[src/rcf_pkg.sv]
package rcf_pkg;
   // ***************************************************
   // register map and reset values
   // ***************************************************
   localparam int ADDR_W = 7;
   localparam int DATA_W = 8;
   localparam int COEF_W = 16;
   localparam int NUM_REGS = 10;
   localparam int NUM_COEFS = 5;
   localparam logic [6:0] BASE_ADDR = 7'h2d;
   localparam logic [6:0] LAST_ADDR = 7'h36;
   localparam logic [6:0] RIGHT_EFFECTS_COEF_D5_HIGH_OFS = 7'h2d;
   localparam logic [6:0] RIGHT_EFFECTS_COEF_D5_LOW_OFS = 7'h2e;
   localparam logic [6:0] RIGHT_DEEMPH_COEF_N0_HIGH_OFS = 7'h2f;
   localparam logic [6:0] RIGHT_DEEMPH_COEF_N0_LOW_OFS = 7'h30;
   localparam logic [6:0] RIGHT_DEEMPH_COEF_N1_HIGH_OFS = 7'h31;
   localparam logic [6:0] RIGHT_DEEMPH_COEF_N1_LOW_OFS = 7'h32;
   localparam logic [6:0] RIGHT_DEEMPH_COEF_D1_HIGH_OFS = 7'h33;
   localparam logic [6:0] RIGHT_DEEMPH_COEF_D1_LOW_OFS = 7'h34;
   localparam logic [6:0] SPATIAL_ATTEN_COEF_HIGH_OFS = 7'h35;
   localparam logic [6:0] SPATIAL_ATTEN_COEF_LOW_OFS = 7'h36;
   // reset bytes, indexed by (offset - BASE_ADDR)
   localparam logic [7:0] RST_D5_HIGH = 8'h84;
   localparam logic [7:0] RST_D5_LOW = 8'hee;
   localparam logic [7:0] RST_N0_HIGH = 8'h39;
   localparam logic [7:0] RST_N0_LOW = 8'h55;
   localparam logic [7:0] RST_N1_HIGH = 8'hf3;
   localparam logic [7:0] RST_N1_LOW = 8'h2d;
   localparam logic [7:0] RST_D1_HIGH = 8'h53;
   localparam logic [7:0] RST_D1_LOW = 8'h7e;
   localparam logic [7:0] RST_ATTEN_HIGH = 8'h7f;
   localparam logic [7:0] RST_ATTEN_LOW = 8'hff;
   localparam logic [7:0] UNMAPPED_DATA = 8'h00;
   localparam logic [79:0] RST_TABLE = {RST_ATTEN_LOW, RST_ATTEN_HIGH, RST_D1_LOW,
      RST_D1_HIGH, RST_N1_LOW, RST_N1_HIGH, RST_N0_LOW, RST_N0_HIGH, RST_D5_LOW, RST_D5_HIGH};
endpackage

[src/rcf_coef_regs.sv]
`timescale 1ns/1ps
module rcf_coef_regs (
   input wire logic clk, // system clock
   input wire logic rst_n, // async reset, active low
   input wire logic page_sel, // high while the second page is selected
   input wire logic wr_en, // one-cycle write strobe
   input wire logic [6:0] addr, // register address
   input wire logic [7:0] wr_data, // write byte
   input wire logic rd_en, // one-cycle read strobe
   output logic [7:0] rd_data, // read byte, valid cycle after rd_en
   output logic signed [15:0] effects_denominator_tap_five, // effects filter coefficient
   output logic signed [15:0] deemph_numerator_tap_zero, // de-emphasis coefficient
   output logic signed [15:0] deemph_numerator_tap_one, // de-emphasis coefficient
   output logic signed [15:0] deemph_denominator_tap_one, // de-emphasis coefficient
   output logic signed [15:0] spatial_atten_coef // 3-d attenuation coefficient
);
   // ***************************************************
   // address decode
   // ***************************************************
   // offset from the base; only meaningful inside the window
   function automatic logic [6:0] rel_idx(input logic [6:0] a);
      rel_idx = a - rcf_pkg::BASE_ADDR;
   endfunction

   function automatic logic in_window(input logic [6:0] a);
      in_window = (a >= rcf_pkg::BASE_ADDR) && (a <= rcf_pkg::LAST_ADDR);
   endfunction

   logic hit;
   logic [6:0] idx;
   logic [7:0] bytes [0:9];
   logic [7:0] rd_data_reg;
   logic [7:0] rd_data_next;

   // a write on the other page must not land here
   assign hit = page_sel && in_window(addr);
   assign idx = rel_idx(addr);

   // ***************************************************
   // byte storage
   // ***************************************************
   genvar g;
   generate
      for (g = 0; g < rcf_pkg::NUM_REGS; g++) begin : g_byte
         rcf_byte_reg #(
            .RESET_VALUE(rcf_pkg::RST_TABLE[g*8 +: 8])
         ) u_byte (
            .clk(clk),
            .rst_n(rst_n),
            .wr_en(wr_en && hit && (idx == 7'(g))),
            .wr_data(wr_data),
            .q(bytes[g])
         );
      end
   endgenerate

   // ***************************************************
   // read path
   // ***************************************************
   // unmapped reads give zero rather than stale data
   always_comb begin
      rd_data_next = rd_data_reg;
      if (rd_en) begin
         if (hit) begin
            rd_data_next = bytes[idx[3:0]];
         end else begin
            rd_data_next = rcf_pkg::UNMAPPED_DATA;
         end
      end
   end

   always_ff @(posedge clk or negedge rst_n) begin
      if (!rst_n) begin
         rd_data_reg <= rcf_pkg::UNMAPPED_DATA;
      end else begin
         rd_data_reg <= rd_data_next;
      end
   end

   assign rd_data = rd_data_reg;

   // ***************************************************
   // coefficient assembly
   // ***************************************************
   // high byte at the lower address forms the upper half
   assign effects_denominator_tap_five = $signed({bytes[0], bytes[1]});
   assign deemph_numerator_tap_zero = $signed({bytes[2], bytes[3]});
   assign deemph_numerator_tap_one = $signed({bytes[4], bytes[5]});
   assign deemph_denominator_tap_one = $signed({bytes[6], bytes[7]});
   assign spatial_atten_coef = $signed({bytes[8], bytes[9]});

   // ***************************************************
   // checks on the whole words and the read data
   // ***************************************************
   // word view of the five ports, so a loop can walk every coefficient
   logic [15:0] coef_word [0:4];

   assign coef_word[0] = effects_denominator_tap_five;
   assign coef_word[1] = deemph_numerator_tap_zero;
   assign coef_word[2] = deemph_numerator_tap_one;
   assign coef_word[3] = deemph_denominator_tap_one;
   assign coef_word[4] = spatial_atten_coef;

   // the high byte ends up in the upper half of its word
   AST_WRITE_HIGH: assert property (@(posedge clk) disable iff (!rst_n)
      (wr_en && page_sel && addr == rcf_pkg::SPATIAL_ATTEN_COEF_HIGH_OFS)
      |=> spatial_atten_coef[15:8] == $past(wr_data))
      else $error("high byte write not in coefficient upper half");

   // the low byte ends up in the lower half
   AST_WRITE_LOW: assert property (@(posedge clk) disable iff (!rst_n)
      (wr_en && page_sel && addr == rcf_pkg::RIGHT_EFFECTS_COEF_D5_LOW_OFS)
      |=> effects_denominator_tap_five[7:0] == $past(wr_data))
      else $error("low byte write not in coefficient lower half");

   // a set sign bit survives; nothing saturates the word
   AST_NEG_KEPT: assert property (@(posedge clk) disable iff (!rst_n)
      (wr_en && page_sel && addr == rcf_pkg::RIGHT_DEEMPH_COEF_N0_HIGH_OFS
      && wr_data == 8'h80) |=> deemph_numerator_tap_zero[15] == 1'b1)
      else $error("negative coefficient clipped");

   // read data is taken before a write on the same edge lands,
   // so the reference is the byte as it stood at the strobe
   AST_READBACK: assert property (@(posedge clk) disable iff (!rst_n)
      (rd_en && page_sel && addr == rcf_pkg::RIGHT_DEEMPH_COEF_N1_LOW_OFS)
      |=> rd_data == $past(deemph_numerator_tap_one[7:0]))
      else $error("readback differs from stored byte");

   AST_READ_D1: assert property (@(posedge clk) disable iff (!rst_n)
      (rd_en && page_sel && addr == rcf_pkg::RIGHT_DEEMPH_COEF_D1_HIGH_OFS)
      |=> rd_data == $past(deemph_denominator_tap_one[15:8]))
      else $error("d1 high readback wrong");

   // while page_sel is low these addresses belong to the other page
   AST_OTHER_PAGE: assert property (@(posedge clk) disable iff (!rst_n)
      (wr_en && !page_sel) |=> $stable(spatial_atten_coef)
      && $stable(effects_denominator_tap_five))
      else $error("write on other page changed a coefficient");

   AST_READ_OFF_PAGE: assert property (@(posedge clk) disable iff (!rst_n)
      (rd_en && !page_sel)
      |=> rd_data == rcf_pkg::UNMAPPED_DATA)
      else $error("read on other page not zero");

   // addresses outside the window read as the filler byte
   AST_UNMAPPED: assert property (@(posedge clk) disable iff (!rst_n)
      (rd_en && (addr < rcf_pkg::BASE_ADDR || addr > rcf_pkg::LAST_ADDR))
      |=> rd_data == rcf_pkg::UNMAPPED_DATA)
      else $error("unmapped read not zero");

   // words move only on a write strobe
   AST_HOLD: assert property (@(posedge clk) disable iff (!rst_n)
      !wr_en |=> $stable(deemph_numerator_tap_one) && $stable(deemph_denominator_tap_one))
      else $error("coefficient changed without a write");

   // read data stands until the next read strobe
   AST_RD_STANDS: assert property (@(posedge clk) disable iff (!rst_n)
      !rd_en |=> $stable(rd_data))
      else $error("read data changed without a read");

   // reset values, seen at the first edge after release; no disable here,
   // the antecedent itself needs the reset edge
   AST_RESET_VAL: assert property (@(posedge clk)
      $rose(rst_n) |-> effects_denominator_tap_five == 16'sh84ee
      && deemph_numerator_tap_zero == 16'sh3955 && deemph_numerator_tap_one == 16'shf32d
      && deemph_denominator_tap_one == 16'sh537e && spatial_atten_coef == 16'sh7fff)
      else $error("reset value wrong");

   AST_RD_RESET: assert property (@(posedge clk)
      $rose(rst_n) |-> rd_data == rcf_pkg::UNMAPPED_DATA)
      else $error("read data not cleared by reset");

   // ***************************************************
   // checks on every byte and every word
   // ***************************************************
   generate
      for (g = 0; g < rcf_pkg::NUM_REGS; g++) begin : g_chk_byte
         // a mapped write to this address lands in this byte
         AST_BYTE_TAKE: assert property (@(posedge clk) disable iff (!rst_n)
            (wr_en && page_sel && addr == 7'(rcf_pkg::BASE_ADDR + g))
            |=> bytes[g] == $past(wr_data))
            else $error("mapped write did not land in its byte");

         // no other access moves it, whatever the decode does
         AST_BYTE_KEEP: assert property (@(posedge clk) disable iff (!rst_n)
            !(wr_en && page_sel && addr == 7'(rcf_pkg::BASE_ADDR + g))
            |=> $stable(bytes[g]))
            else $error("byte changed without its own write");

         // a mapped read returns the byte as it stood at the strobe
         AST_BYTE_READ: assert property (@(posedge clk) disable iff (!rst_n)
            (rd_en && page_sel && addr == 7'(rcf_pkg::BASE_ADDR + g))
            |=> rd_data == $past(bytes[g]))
            else $error("read did not return the stored byte");

         // the byte leaves reset at its own reset value
         AST_BYTE_RESET: assert property (@(posedge clk)
            $rose(rst_n) |-> bytes[g] == rcf_pkg::RST_TABLE[g*8 +: 8])
            else $error("byte not at its reset value");
      end

      for (g = 0; g < rcf_pkg::NUM_COEFS; g++) begin : g_chk_word
         // high byte at the odd offset (BASE_ADDR + 2*g), low byte at the one after
         AST_WORD_HIGH: assert property (@(posedge clk) disable iff (!rst_n)
            (wr_en && page_sel && addr == 7'(rcf_pkg::BASE_ADDR + 2*g))
            |=> coef_word[g][15:8] == $past(wr_data))
            else $error("high byte not in upper half of its word");

         AST_WORD_LOW: assert property (@(posedge clk) disable iff (!rst_n)
            (wr_en && page_sel && addr == 7'(rcf_pkg::BASE_ADDR + 2*g + 1))
            |=> coef_word[g][7:0] == $past(wr_data))
            else $error("low byte not in lower half of its word");

         // the sign of the word is the top bit of its high byte
         AST_WORD_SIGN: assert property (@(posedge clk) disable iff (!rst_n)
            (wr_en && page_sel && addr == 7'(rcf_pkg::BASE_ADDR + 2*g) && wr_data[7])
            |=> coef_word[g][15] == 1'b1)
            else $error("negative word lost its sign");
      end
   endgenerate
endmodule

[src/rcf_byte_reg.sv]
`timescale 1ns/1ps
// ***************************************************
// one read/write coefficient byte
// ***************************************************
module rcf_byte_reg #(
   parameter logic [7:0] RESET_VALUE = 8'h00
) (
   input wire logic clk, // system clock
   input wire logic rst_n, // async reset, active low
   input wire logic wr_en, // write strobe for this byte
   input wire logic [7:0] wr_data, // byte to store
   output logic [7:0] q // stored byte
);
   // every bit pattern kept as written, no clipping
   always_ff @(posedge clk or negedge rst_n) begin
      if (!rst_n) begin
         q <= RESET_VALUE;
      end else if (wr_en) begin
         q <= wr_data;
      end
   end
endmodule

[config.mk]
export PLATFORM = sky130hd
export DESIGN_NAME = rcf_coef_regs
export DESIGN_NICKNAME = d
export VERILOG_FILES = /design/src/rcf_pkg.sv /design/src/rcf_coef_regs.sv /design/src/rcf_byte_reg.sv
export SDC_FILE = /design/constraint.sdc
export NUM_CORES = 1
export LEC_CHECK = 0
export BUFFER_PORTS_ARGS = -buffer_cell sky130_fd_sc_hd__buf_4
export CORE_AREA = 10 10 95 159
export CTS_BUF_LIST = sky130_fd_sc_hd__clkbuf_16
export DETAILED_ROUTE_END_ITERATION = 8
export DIE_AREA = 0 0 105 169
export HOLD_SLACK_MARGIN = 0.06
export PLACE_DENSITY = 0.61
export REMOVE_ABC_BUFFERS = 1
export SETUP_SLACK_MARGIN = 0.5
export SLEW_MARGIN = 20
export SYNTH_ARGS = -nofsm -noshare
export SYNTH_HDL_FRONTEND = slang
export SYNTH_SLANG_ARGS = --single-unit
[constraint.sdc]
create_clock -name clk -period 1.13 [get_ports clk]
set_input_delay 0.226 -clock clk [delete_from_list [all_inputs] [get_ports clk]]
set_output_delay 0.226 -clock clk [all_outputs]
set_load 0.005 [all_outputs]
==> impl_metrics.tcl, run 1 <==
set metrics [dict create \
    run_status "finished, violations left" \
    violations "negative hold slack, negative setup slack" \
    numCtsBuffers 9 \
    drt_iter0_drc 210 \
    clock-sinks 88 \
    nFillCells 872 \
    synth_area_um2 4350 \
    holdWs_ns -0.142 \
    layout-drive-gt1-share_pct 85.5 \
    switching_share_pct 24.2 \
    powerDensity_nw_per_um2 867 \
    cts_buffer_depth 2 \
    fmax_ghz 0.580 \
    yosysSeqAreaShare_pct 52.0 \
    die_w_um 105 \
    cts_root_buf "clkbuf_16" \
    port_buffers 107 \
    synthArstFlopShare_pct 100 \
    grt_pass1_vias 4336 \
    crit_path_start_kind "primary input" \
    grt_overflow 0 \
    p_clk_share_pct 44.3 \
    grt_max_degree 55 \
    peakVddDrop_v 0.00111 \
    path_max_fanout 5 \
    ff2ff_path_depth 3 \
    synth-edff-count 0 \
    critPathArrivalTime_ns 1.95 \
    drv_slew 0 \
    synth_warnings 0 \
    critPathRequiredTime_ns 1.36 \
    cellInternalPower_mw 5.57 \
    finClkSkew_ns 0.0105 \
    cap_violations 0 \
    worstReg2RegEnd "rd_data[2]$_DFFE_PN0P_" \
    setup_viol 169 \
    dieHeight_um 169 \
    wl_per_cell_um 22.1 \
    firstDrtPassIters 4 \
    finalWorstSetupSlack_ns -0.595 \
    antenna_cells 0 \
    seqPwrFrac_pct 43.7 \
    fin_util_pct 68.1 \
    routabilityCongestion 0.912 \
    boundaryPins 108 \
    fin_tns_setup_ns -56.73 \
    antenna_found_initial 0 \
    htree_levels 3 \
    synth_cell_types 34 \
    r2r_setup_slack_ns -0.26 \
    viasPerCell 4.95 \
    regArea_um2 2270 \
    worstHoldPathType "in2async" \
    finalHoldViolations 37 \
    comb_power_share_pct 11.9 \
    power_mw 7.34 \
    synthFlopType "dfstp_2" \
    tritoncts "done" \
    netlist_instances 294 \
    end_kind "register" \
    nNetsFinal 626 \
    syn_area_per_cell_um2 14.8 \
    drt-total-wl_um 17100 \
    die_area_um2 17700 \
    clkSlewWorstSetupHoldPaths_ns 0.06 \
    rsz0062_at_grt "yes" \
    multi_input_area_um2 2460 \
    vias 3837 \
    power_switching_mw 1.77 \
    crit_type "in2reg" \
    placed_area_um2 6400 \
    drcViolationCount 0 \
    fin_crit_ns 1.73 \
    ys_seq_elements 88 \
    worst_pin_slew_ns 0.438 \
    grt_pass1_wl_um 26200 \
    postRouteAntennaNets 0 \
    fin_crit_sh_pct 153 \
    initial_core_util_pct 35.0 \
    largest_register_ffs 80 \
    slew_headroom_pct 70.8 \
    p_leak_nw 4.08 \
    rows 54 \
    clock_latency_ns 0.35 \
    core_um2 12400 \
    grtUsageTotal_pct 19.0 \
    hpwl_um 11500 \
    area_growth_syn_to_layout_pct 94.5 \
    final_area_um2 8470 \
    r2r_start "g_byte[2].u_byte.q[2]$_DFFE_PN0P_" \
]
## power by group through the flow
stage / registers (mW) / logic [mW] / clock network, mW
5_1_grt: 3.21 / 0.930 / 3.43
3_5_place_dp: 3.26 / 0.672 / 0
2_1_floorplan: 3.26 / 0.197 / 0
6_report: 3.21 / 0.874 / 3.26
3_3_place_gp: 3.26 / 0.662 / 0
4_1_cts: 3.21 / 0.814 / 3.29
## cells by family (layout without fill, tap and decap cells)
| kind of cell | after synthesis | count (layout) | share of synthesized area, % |
|---|---|---|---|
| buffers and inverters | 22 | 335 | 2.21 |
| multiplexers | 105 | 105 | 31.3 |
| flip-flops | 88 | 88 | 52.0 |
| XOR/XNOR | 4 | 4 | 0.805 |
| AO/OA/AOI/OAI | 20 | 20 | 3.19 |
| AND/OR/NAND/NOR | 51 | 51 | 9.34 |
| adder cells (fa/ha/maj) | 4 | 4 | 1.15 |
## synth_stat cells (all sizes together) (3+ instances only)
master | number | share of area (%)
o221ai | 8 | 1.6
dfrtp | 37 | 21
ha | 4 | 1.1
nor3 | 9 | 3.4
nor2 | 3 | 0.26
nand2b | 8 | 1.1
dfstp | 51 | 31
buf | 7 | 0.92
mux4 | 16 | 8.3
and3 | 8 | 1.1
mux2 | 88 | 23
a21oi | 9 | 1.0
clkbuf | 5 | 0.43
inv | 10 | 0.86
nand2 | 4 | 0.34
nand3 | 11 | 1.4
## worst max-delay path: stages
cell and delay (ns):
buf_12 0.10, inv_8 0.03, ha_4 0.15, o41a_1 0.42, buf_6 0.15, nor4_4 0.36, buf_6 0.20, mux2_4 0.31
## worst max-delay path by stage
stage	startpoint	end	slack, ns	depth (start not counted)
final	addr[0]	g_byte[7].u_byte.q[7]$_DFFE_PN0P_	-0.60	8
after CTS	addr[1]	g_byte[7].u_byte.q[7]$_DFFE_PN0P_	-0.59	8
after global routing	addr[0]	g_byte[7].u_byte.q[7]$_DFFE_PN0P_	-0.65	8
after floorplan	addr[0]	g_byte[7].u_byte.q[0]$_DFFE_PN0P_	-1.22	5
after detailed placement	addr[0]	g_byte[8].u_byte.q[7]$_DFFE_PN0P_	-1.11	10
after global placement	addr[0]	g_byte[8].u_byte.q[7]$_DFFE_PN0P_	-1.07	8
## stage by stage
stage               worst slack (ns)  cells
global placement               -1.07    694
detailed placement             -1.11    694
CTS                           -0.589    754
global route                  -0.653    775
floorplan                      -1.22    282
finish                        -0.595    775
## area by class of cell
class | count | area share [%]
Clock buffer | 9 | 2.66
Clock inverter | 7 | 1.11
Inverter | 10 | 0.591
Multi-Input combinational cell | 184 | 29.1
Sequential cell | 88 | 26.8
Tap cell | 168 | 2.48
Timing Repair Buffer | 309 | 37.3
## cell usage in the layout, fill, tap and decap left out, types with 3 or more instances in the layout
| cell type | count |
|---|---|
| buf_4 | 106 |
| inv_1 | 8 |
| o221ai_1 | 3 |
| nor3_4 | 9 |
| a21oi_1 | 9 |
| nand3_1 | 7 |
| dfrtp_1 | 37 |
| buf_6 | 195 |
| mux2_2 | 17 |
| dfstp_2 | 51 |
| mux2_4 | 71 |
| and3_1 | 8 |
| mux4_2 | 16 |
| buf_12 | 7 |
| o221ai_2 | 5 |
| nand2_1 | 4 |
| clkbuf_16 | 9 |
| nand2b_4 | 8 |
| inv_6 | 3 |
## what timing repair did
action / 4_1_cts / 5_1_grt
endpoints found under the hold margin: 37 / 37
pin swaps: 17 / 10
setup buffers: 43 / 21
resized for setup: 260 / 56
setup endpoints to repair: 176 / 176
gates cloned: 1 / 0
## per-layer routing
| layer | track usage, % | part of all wire [%] | vias up |
|---|---|---|---|
| li1 | - | - | 1707 |
| met1 | 21.1 | 38 | 1985 |
| met2 | 34.7 | 54 | 112 |
| met3 | 3.73 | 4.3 | 33 |
| met4 | 7.19 | 3.0 | 0 |
| met5 | 0 | 0 | - |
Power figures use the tool's default switching activity.
==> run 2: changes to the inputs <==
Settings changed: CORE_AREA 10 10 95 159 to 10 10 83 139, DIE_AREA 0 0 105 169 to 0 0 93 149, PLACE_DENSITY 0.61 to 0.77.
==> impl_metrics.tcl, run 2 (synthesis gave the netlist of run 1 again) <==
set metrics [dict create \
    run_status "finished, violations left" \
    violations "negative hold slack, negative setup slack" \
    clock-sinks 88 \
    worstHoldPathType "in2async" \
    grt_pass1_vias 4722 \
    multi_input_area_um2 2450 \
    clkSlewWorstSetupHoldPaths_ns 0.07 \
    wl_per_cell_um 30.7 \
    hpwl_um 11100 \
    critPathRequiredTime_ns 1.38 \
    core_um2 9290 \
    cts_root_buf "clkbuf_16" \
    fmax_ghz 0.527 \
    clock_latency_ns 0.36 \
    fin_crit_ns 1.90 \
    viasPerCell 6.10 \
    area_growth_syn_to_layout_pct 93.1 \
    drcViolationCount 0 \
    port_buffers 107 \
    dieHeight_um 149 \
    cap_violations 0 \
    rows 47 \
    drv_slew 0 \
    p_leak_nw 4.08 \
    fin_crit_sh_pct 168 \
    firstDrtPassIters 5 \
    slowest_stage "mux2_4" \
    grt_overflow 0 \
    die_area_um2 13900 \
    holdWs_ns -0.288 \
    max_stage_delay_ns 0.32 \
    tritoncts "done" \
    finalWorstSetupSlack_ns -0.767 \
    nFillCells 337 \
    finClkSkew_ns 0.0124 \
    postRouteAntennaNets 0 \
    worst_pin_slew_ns 0.479 \
    htree_levels 3 \
    numCtsBuffers 9 \
    vias 4453 \
    grtUsageTotal_pct 27.5 \
    regArea_um2 2270 \
    layout-drive-gt1-share_pct 85.0 \
    rsz0062_at_grt "yes" \
    critPathArrivalTime_ns 2.14 \
    finalHoldViolations 22 \
    path_max_fanout 7 \
    slew_headroom_pct 67.8 \
    nNetsFinal 627 \
    critPathMostFrequentCell "buf_12" \
    drt_iter0_drc 397 \
    initial_core_util_pct 46.9 \
    crit_type "in2reg" \
    mostFrequentLayoutCells "buf_6 (192), buf_4 (108), mux2_4 (74)" \
    cts_buffer_depth 2 \
    setup_viol 170 \
    drt-total-wl_um 22400 \
    largest_register_ffs 80 \
    fin_tns_setup_ns -71.77 \
    path_cells "buf_12 > inv_4 > ha_2 > or4_1 > and4_4 > nand3_4 > buf_12 > nor3_4 > buf_6 > mux2_4" \
    boundaryPins 108 \
    die_w_um 93 \
    powerDensity_nw_per_um2 886 \
    grt_max_degree 49 \
    antenna_found_initial 0 \
    final_common_cell "buf_6" \
    routabilityCongestion 0.852 \
    power_mw 7.45 \
    antenna_cells 0 \
    peakVddDrop_v 0.00203 \
    grt_pass1_wl_um 28500 \
    end_kind "register" \
    crit_path_start_kind "primary input" \
]
==> run 2: cell types whose count changed in the layout (fill, tap and decap cells not counted), sizes merged <==
cell | previous run | this run
buf | 309 | 310
clkinvlp | 1 | 2
inv | 12 | 11
==> run 2: final timing paths <==
kind	start	endpoint	slack [ns]	depth (start not counted)
max	addr[1]	g_byte[0].u_byte.q[0]$_DFFE_PN0P_	-0.77	10
min	rst_n	g_byte[6].u_byte.q[5]$_DFFE_PN0P_	-0.29	1
max reg2reg	g_byte[0].u_byte.q[6]$_DFFE_PN0P_	rd_data[6]$_DFFE_PN0P_	-0.39	3
min reg2reg	g_byte[4].u_byte.q[3]$_DFFE_PN0P_	g_byte[4].u_byte.q[3]$_DFFE_PN0P_	0.63	2
max in group asynchronous	rst_n	g_byte[3].u_byte.q[2]$_DFFE_PN1P_	0.81	2
min in group clk	wr_data[4]	g_byte[9].u_byte.q[4]$_DFFE_PN1P_	0.20	2
==> run 2: critical path: cells and delay by family <==
family | cells | cell delay (ns)
and+or+nand+nor | 4 | 0.83
buffers and inverters | 4 | 0.55
muxes | 1 | 0.32
adders and majority gates | 1 | 0.20
==> run 2: timing repair <==
action	in CTS	in global routing
endpoints found under the hold margin	42	34
cloned	1	0
setup endpoints to repair	176	176
gates resized for setup	243	68
pin swaps	15	10
setup buffers	38	30
==> run 2: per-layer routing <==
layer	up-vias	part of all wire [%]	track usage [%]
li1	1717	-	-
met1	2274	34	29.1
met2	327	52	46.8
met3	135	6.3	6.60
met4	0	8.0	19.0
met5	-	0	0
==> run 2: final cells by class <==
type	count	share of cell area (%)
flip-flops and latches	88	27.0
clock inverters	7	1.04
inverters	10	0.566
repair buffers	310	37.8
clock buffers	9	2.68
well taps	122	1.82
multi-input cells	184	29.1
==> run 2: per-stage QoR <==
| stage | area [um^2] | utilization, % | cells | worst slack, ns |
|---|---|---|---|---|
| detailed placement | 6340 | 68.3 | 645 | -1.17 |
| global placement | 6340 | 68.3 | 645 | -1.16 |
| global route | 8410 | 90.5 | 730 | -0.790 |
| floorplan | 4300 | - | 282 | -1.22 |
| CTS | 7900 | 85.0 | 700 | -0.604 |
| finish | 8410 | 90.5 | 730 | -0.767 |
==> run 2: report_power, final <==
group	leakage [nW]	internal [mW]	switching [mW]
logic	2.89	0.419	0.500
clock network	0.150	1.92	1.39
registers	1.04	3.19	0.0223
total	4.08	5.53	1.92
==> run 3: changes to the inputs <==
Clock period 1.13 ns to 1.6 ns, I/O delays scaled along.
==> impl_metrics.tcl, run 3 (synthesis gave the netlist of run 1 again) <==
set metrics [dict create \
    end_kind "register" \
    fin_crit_ns 1.89 \
    final_common_cell "buf_6" \
    worst_pin_slew_ns 0.385 \
    r2r_start "g_byte[3].u_byte.q[1]$_DFFE_PN0P_" \
    die_area_um2 13900 \
    clock_latency_ns 0.35 \
    comb_power_share_pct 11.3 \
    viasPerCell 5.64 \
    largest_register_ffs 80 \
    powerDensity_nw_per_um2 671 \
    ff2ff_path_depth 3 \
    peakVddDrop_v 0.00131 \
    fmax_ghz 0.529 \
    grt_overflow 0 \
    core_um2 9290 \
    antenna_found_initial 0 \
    grt_pass1_wl_um 24700 \
    routabilityCongestion 0.839 \
    cts_root_buf "clkbuf_16" \
    placedCellCount 562 \
    rsz0062_at_grt "yes" \
    worstHoldPathType "in2reg" \
    mostFrequentLayoutCells "buf_6 (117), buf_4 (82), mux2_4 (80)" \
    finalHoldViolations 0 \
    setup_viol 88 \
    dieHeight_um 149 \
    p_leak_nw 3.52 \
    layout-drive-gt1-share_pct 83.0 \
    crit_type "in2reg" \
    critPathRequiredTime_ns 1.84 \
    crit_path_start_kind "primary input" \
    path_max_fanout 7 \
    boundaryPins 108 \
    violations "negative setup slack" \
    area_growth_syn_to_layout_pct 71.6 \
    rows 47 \
    run_status "finished, violations left" \
    r2r_setup_slack_ns 0.24 \
    numCtsBuffers 9 \
    cts_buffer_depth 2 \
    drv_slew 0 \
    port_buffers 107 \
    min_to "g_byte[3].u_byte.q[3]$_DFFE_PN0P_" \
    critPathArrivalTime_ns 2.13 \
    fin_tns_setup_ns -17.53 \
    drcViolationCount 0 \
    drt-total-wl_um 16400 \
    grt_pass1_vias 4094 \
    grt_max_degree 52 \
    antenna_cells 0 \
    cellInternalPower_mw 3.76 \
    vias 3567 \
    nNetsFinal 530 \
    p_clk_share_pct 43.3 \
    power_switching_mw 1.26 \
    layout.cells.non_filler 633 \
    clkSlewWorstSetupHoldPaths_ns 0.07 \
    htree_levels 3 \
    grtUsageTotal_pct 23.4 \
    switching_share_pct 25.0 \
    postRouteAntennaNets 0 \
    fin_crit_sh_pct 118 \
    finClkSkew_ns 0.00886 \
    tritoncts "done" \
    hold_depth 2 \
    die_w_um 93 \
    placed_area_um2 5730 \
    cap_violations 0 \
    wl_per_cell_um 25.9 \
    finalWorstSetupSlack_ns -0.290 \
    clock-sinks 88 \
    seqPwrFrac_pct 45.4 \
    firstDrtPassIters 6 \
    min_from "wr_data[3]" \
    fin_util_pct 80.4 \
    worstReg2RegEnd "rd_data[1]$_DFFE_PN0P_" \
    slew_headroom_pct 74.2 \
    power_mw 5.01 \
    final_area_um2 7470 \
    drt_iter0_drc 272 \
    hpwl_um 9850 \
    initial_core_util_pct 46.9 \
]
## run 3: worst max-delay path: stages
cell and delay, ns:
buf_12 0.12, nor2_4 0.10, mux2i_1 0.08, o41a_1 0.49, buf_12 0.20, nor3_4 0.33, buf_6 0.18, mux2_4 0.30
## run 3: how the worst max path moves through the flow
stage          startpoint                           endpoint  slack (ns)  cells past startpoint
6_report          addr[0]  g_byte[3].u_byte.q[1]$_DFFE_PN0P_       -0.29                      8
3_5_place_dp      addr[0]  g_byte[4].u_byte.q[3]$_DFFE_PN0P_       -0.78                      8
2_1_floorplan     addr[0]  g_byte[7].u_byte.q[0]$_DFFE_PN0P_       -0.84                      5
5_1_grt           addr[5]  g_byte[3].u_byte.q[1]$_DFFE_PN0P_       -0.33                      8
3_3_place_gp      addr[0]  g_byte[4].u_byte.q[2]$_DFFE_PN0P_       -0.74                      8
4_1_cts           addr[0]  g_byte[6].u_byte.q[6]$_DFFE_PN1P_       -0.25                      8
## run 3: per-layer routing
layer / up-vias / global-route usage [%] / wire length (um)
met5: - / 0 / 0
met4: 0 / 12.3 / 614
met3: 39 / 6.50 / 1070
met2: 158 / 40.2 / 8860
met1: 1849 / 25.5 / 5820
li1: 1521 / - / -
## run 3: through the flow
| step | hold slack (ns) | setup slack (ns) |
|---|---|---|
| final | 0.297 | -0.290 |
| after global routing | 0.300 | -0.326 |
| after CTS | 0.277 | -0.249 |
| after detailed placement | 0.209 | -0.778 |
| after global placement | 0.211 | -0.736 |
| after floorplan | 0.0244 | -0.844 |
## run 3: area by class of cell
cell class                      instances  area [um^2]
Inverter                               10         52.6
Sequential cell                        88         2270
Tap cell                              122          153
Timing Repair Buffer                  213         2200
Multi-Input combinational cell        184         2490
Fill cell                             480         1820
Clock inverter                          7         77.6
Clock buffer                            9          225
## run 3: power by group through the flow
stage / combinational (mW) / sequential, mW / clock (mW)
2_1_floorplan: 0.139 / 2.30 / 0
3_3_place_gp: 0.434 / 2.31 / 0
3_5_place_dp: 0.442 / 2.31 / 0
4_1_cts: 0.531 / 2.27 / 2.17
5_1_grt: 0.599 / 2.28 / 2.28
6_report: 0.567 / 2.27 / 2.17
## run 3: what timing repair did
action,CTS,global route
gates cloned,1,0
resized for setup,216,36
hold buffers,1,0
endpoints found under the hold margin,5,0
endpoints found under the setup margin,176,176
pin swaps,17,12
setup buffers,43,10
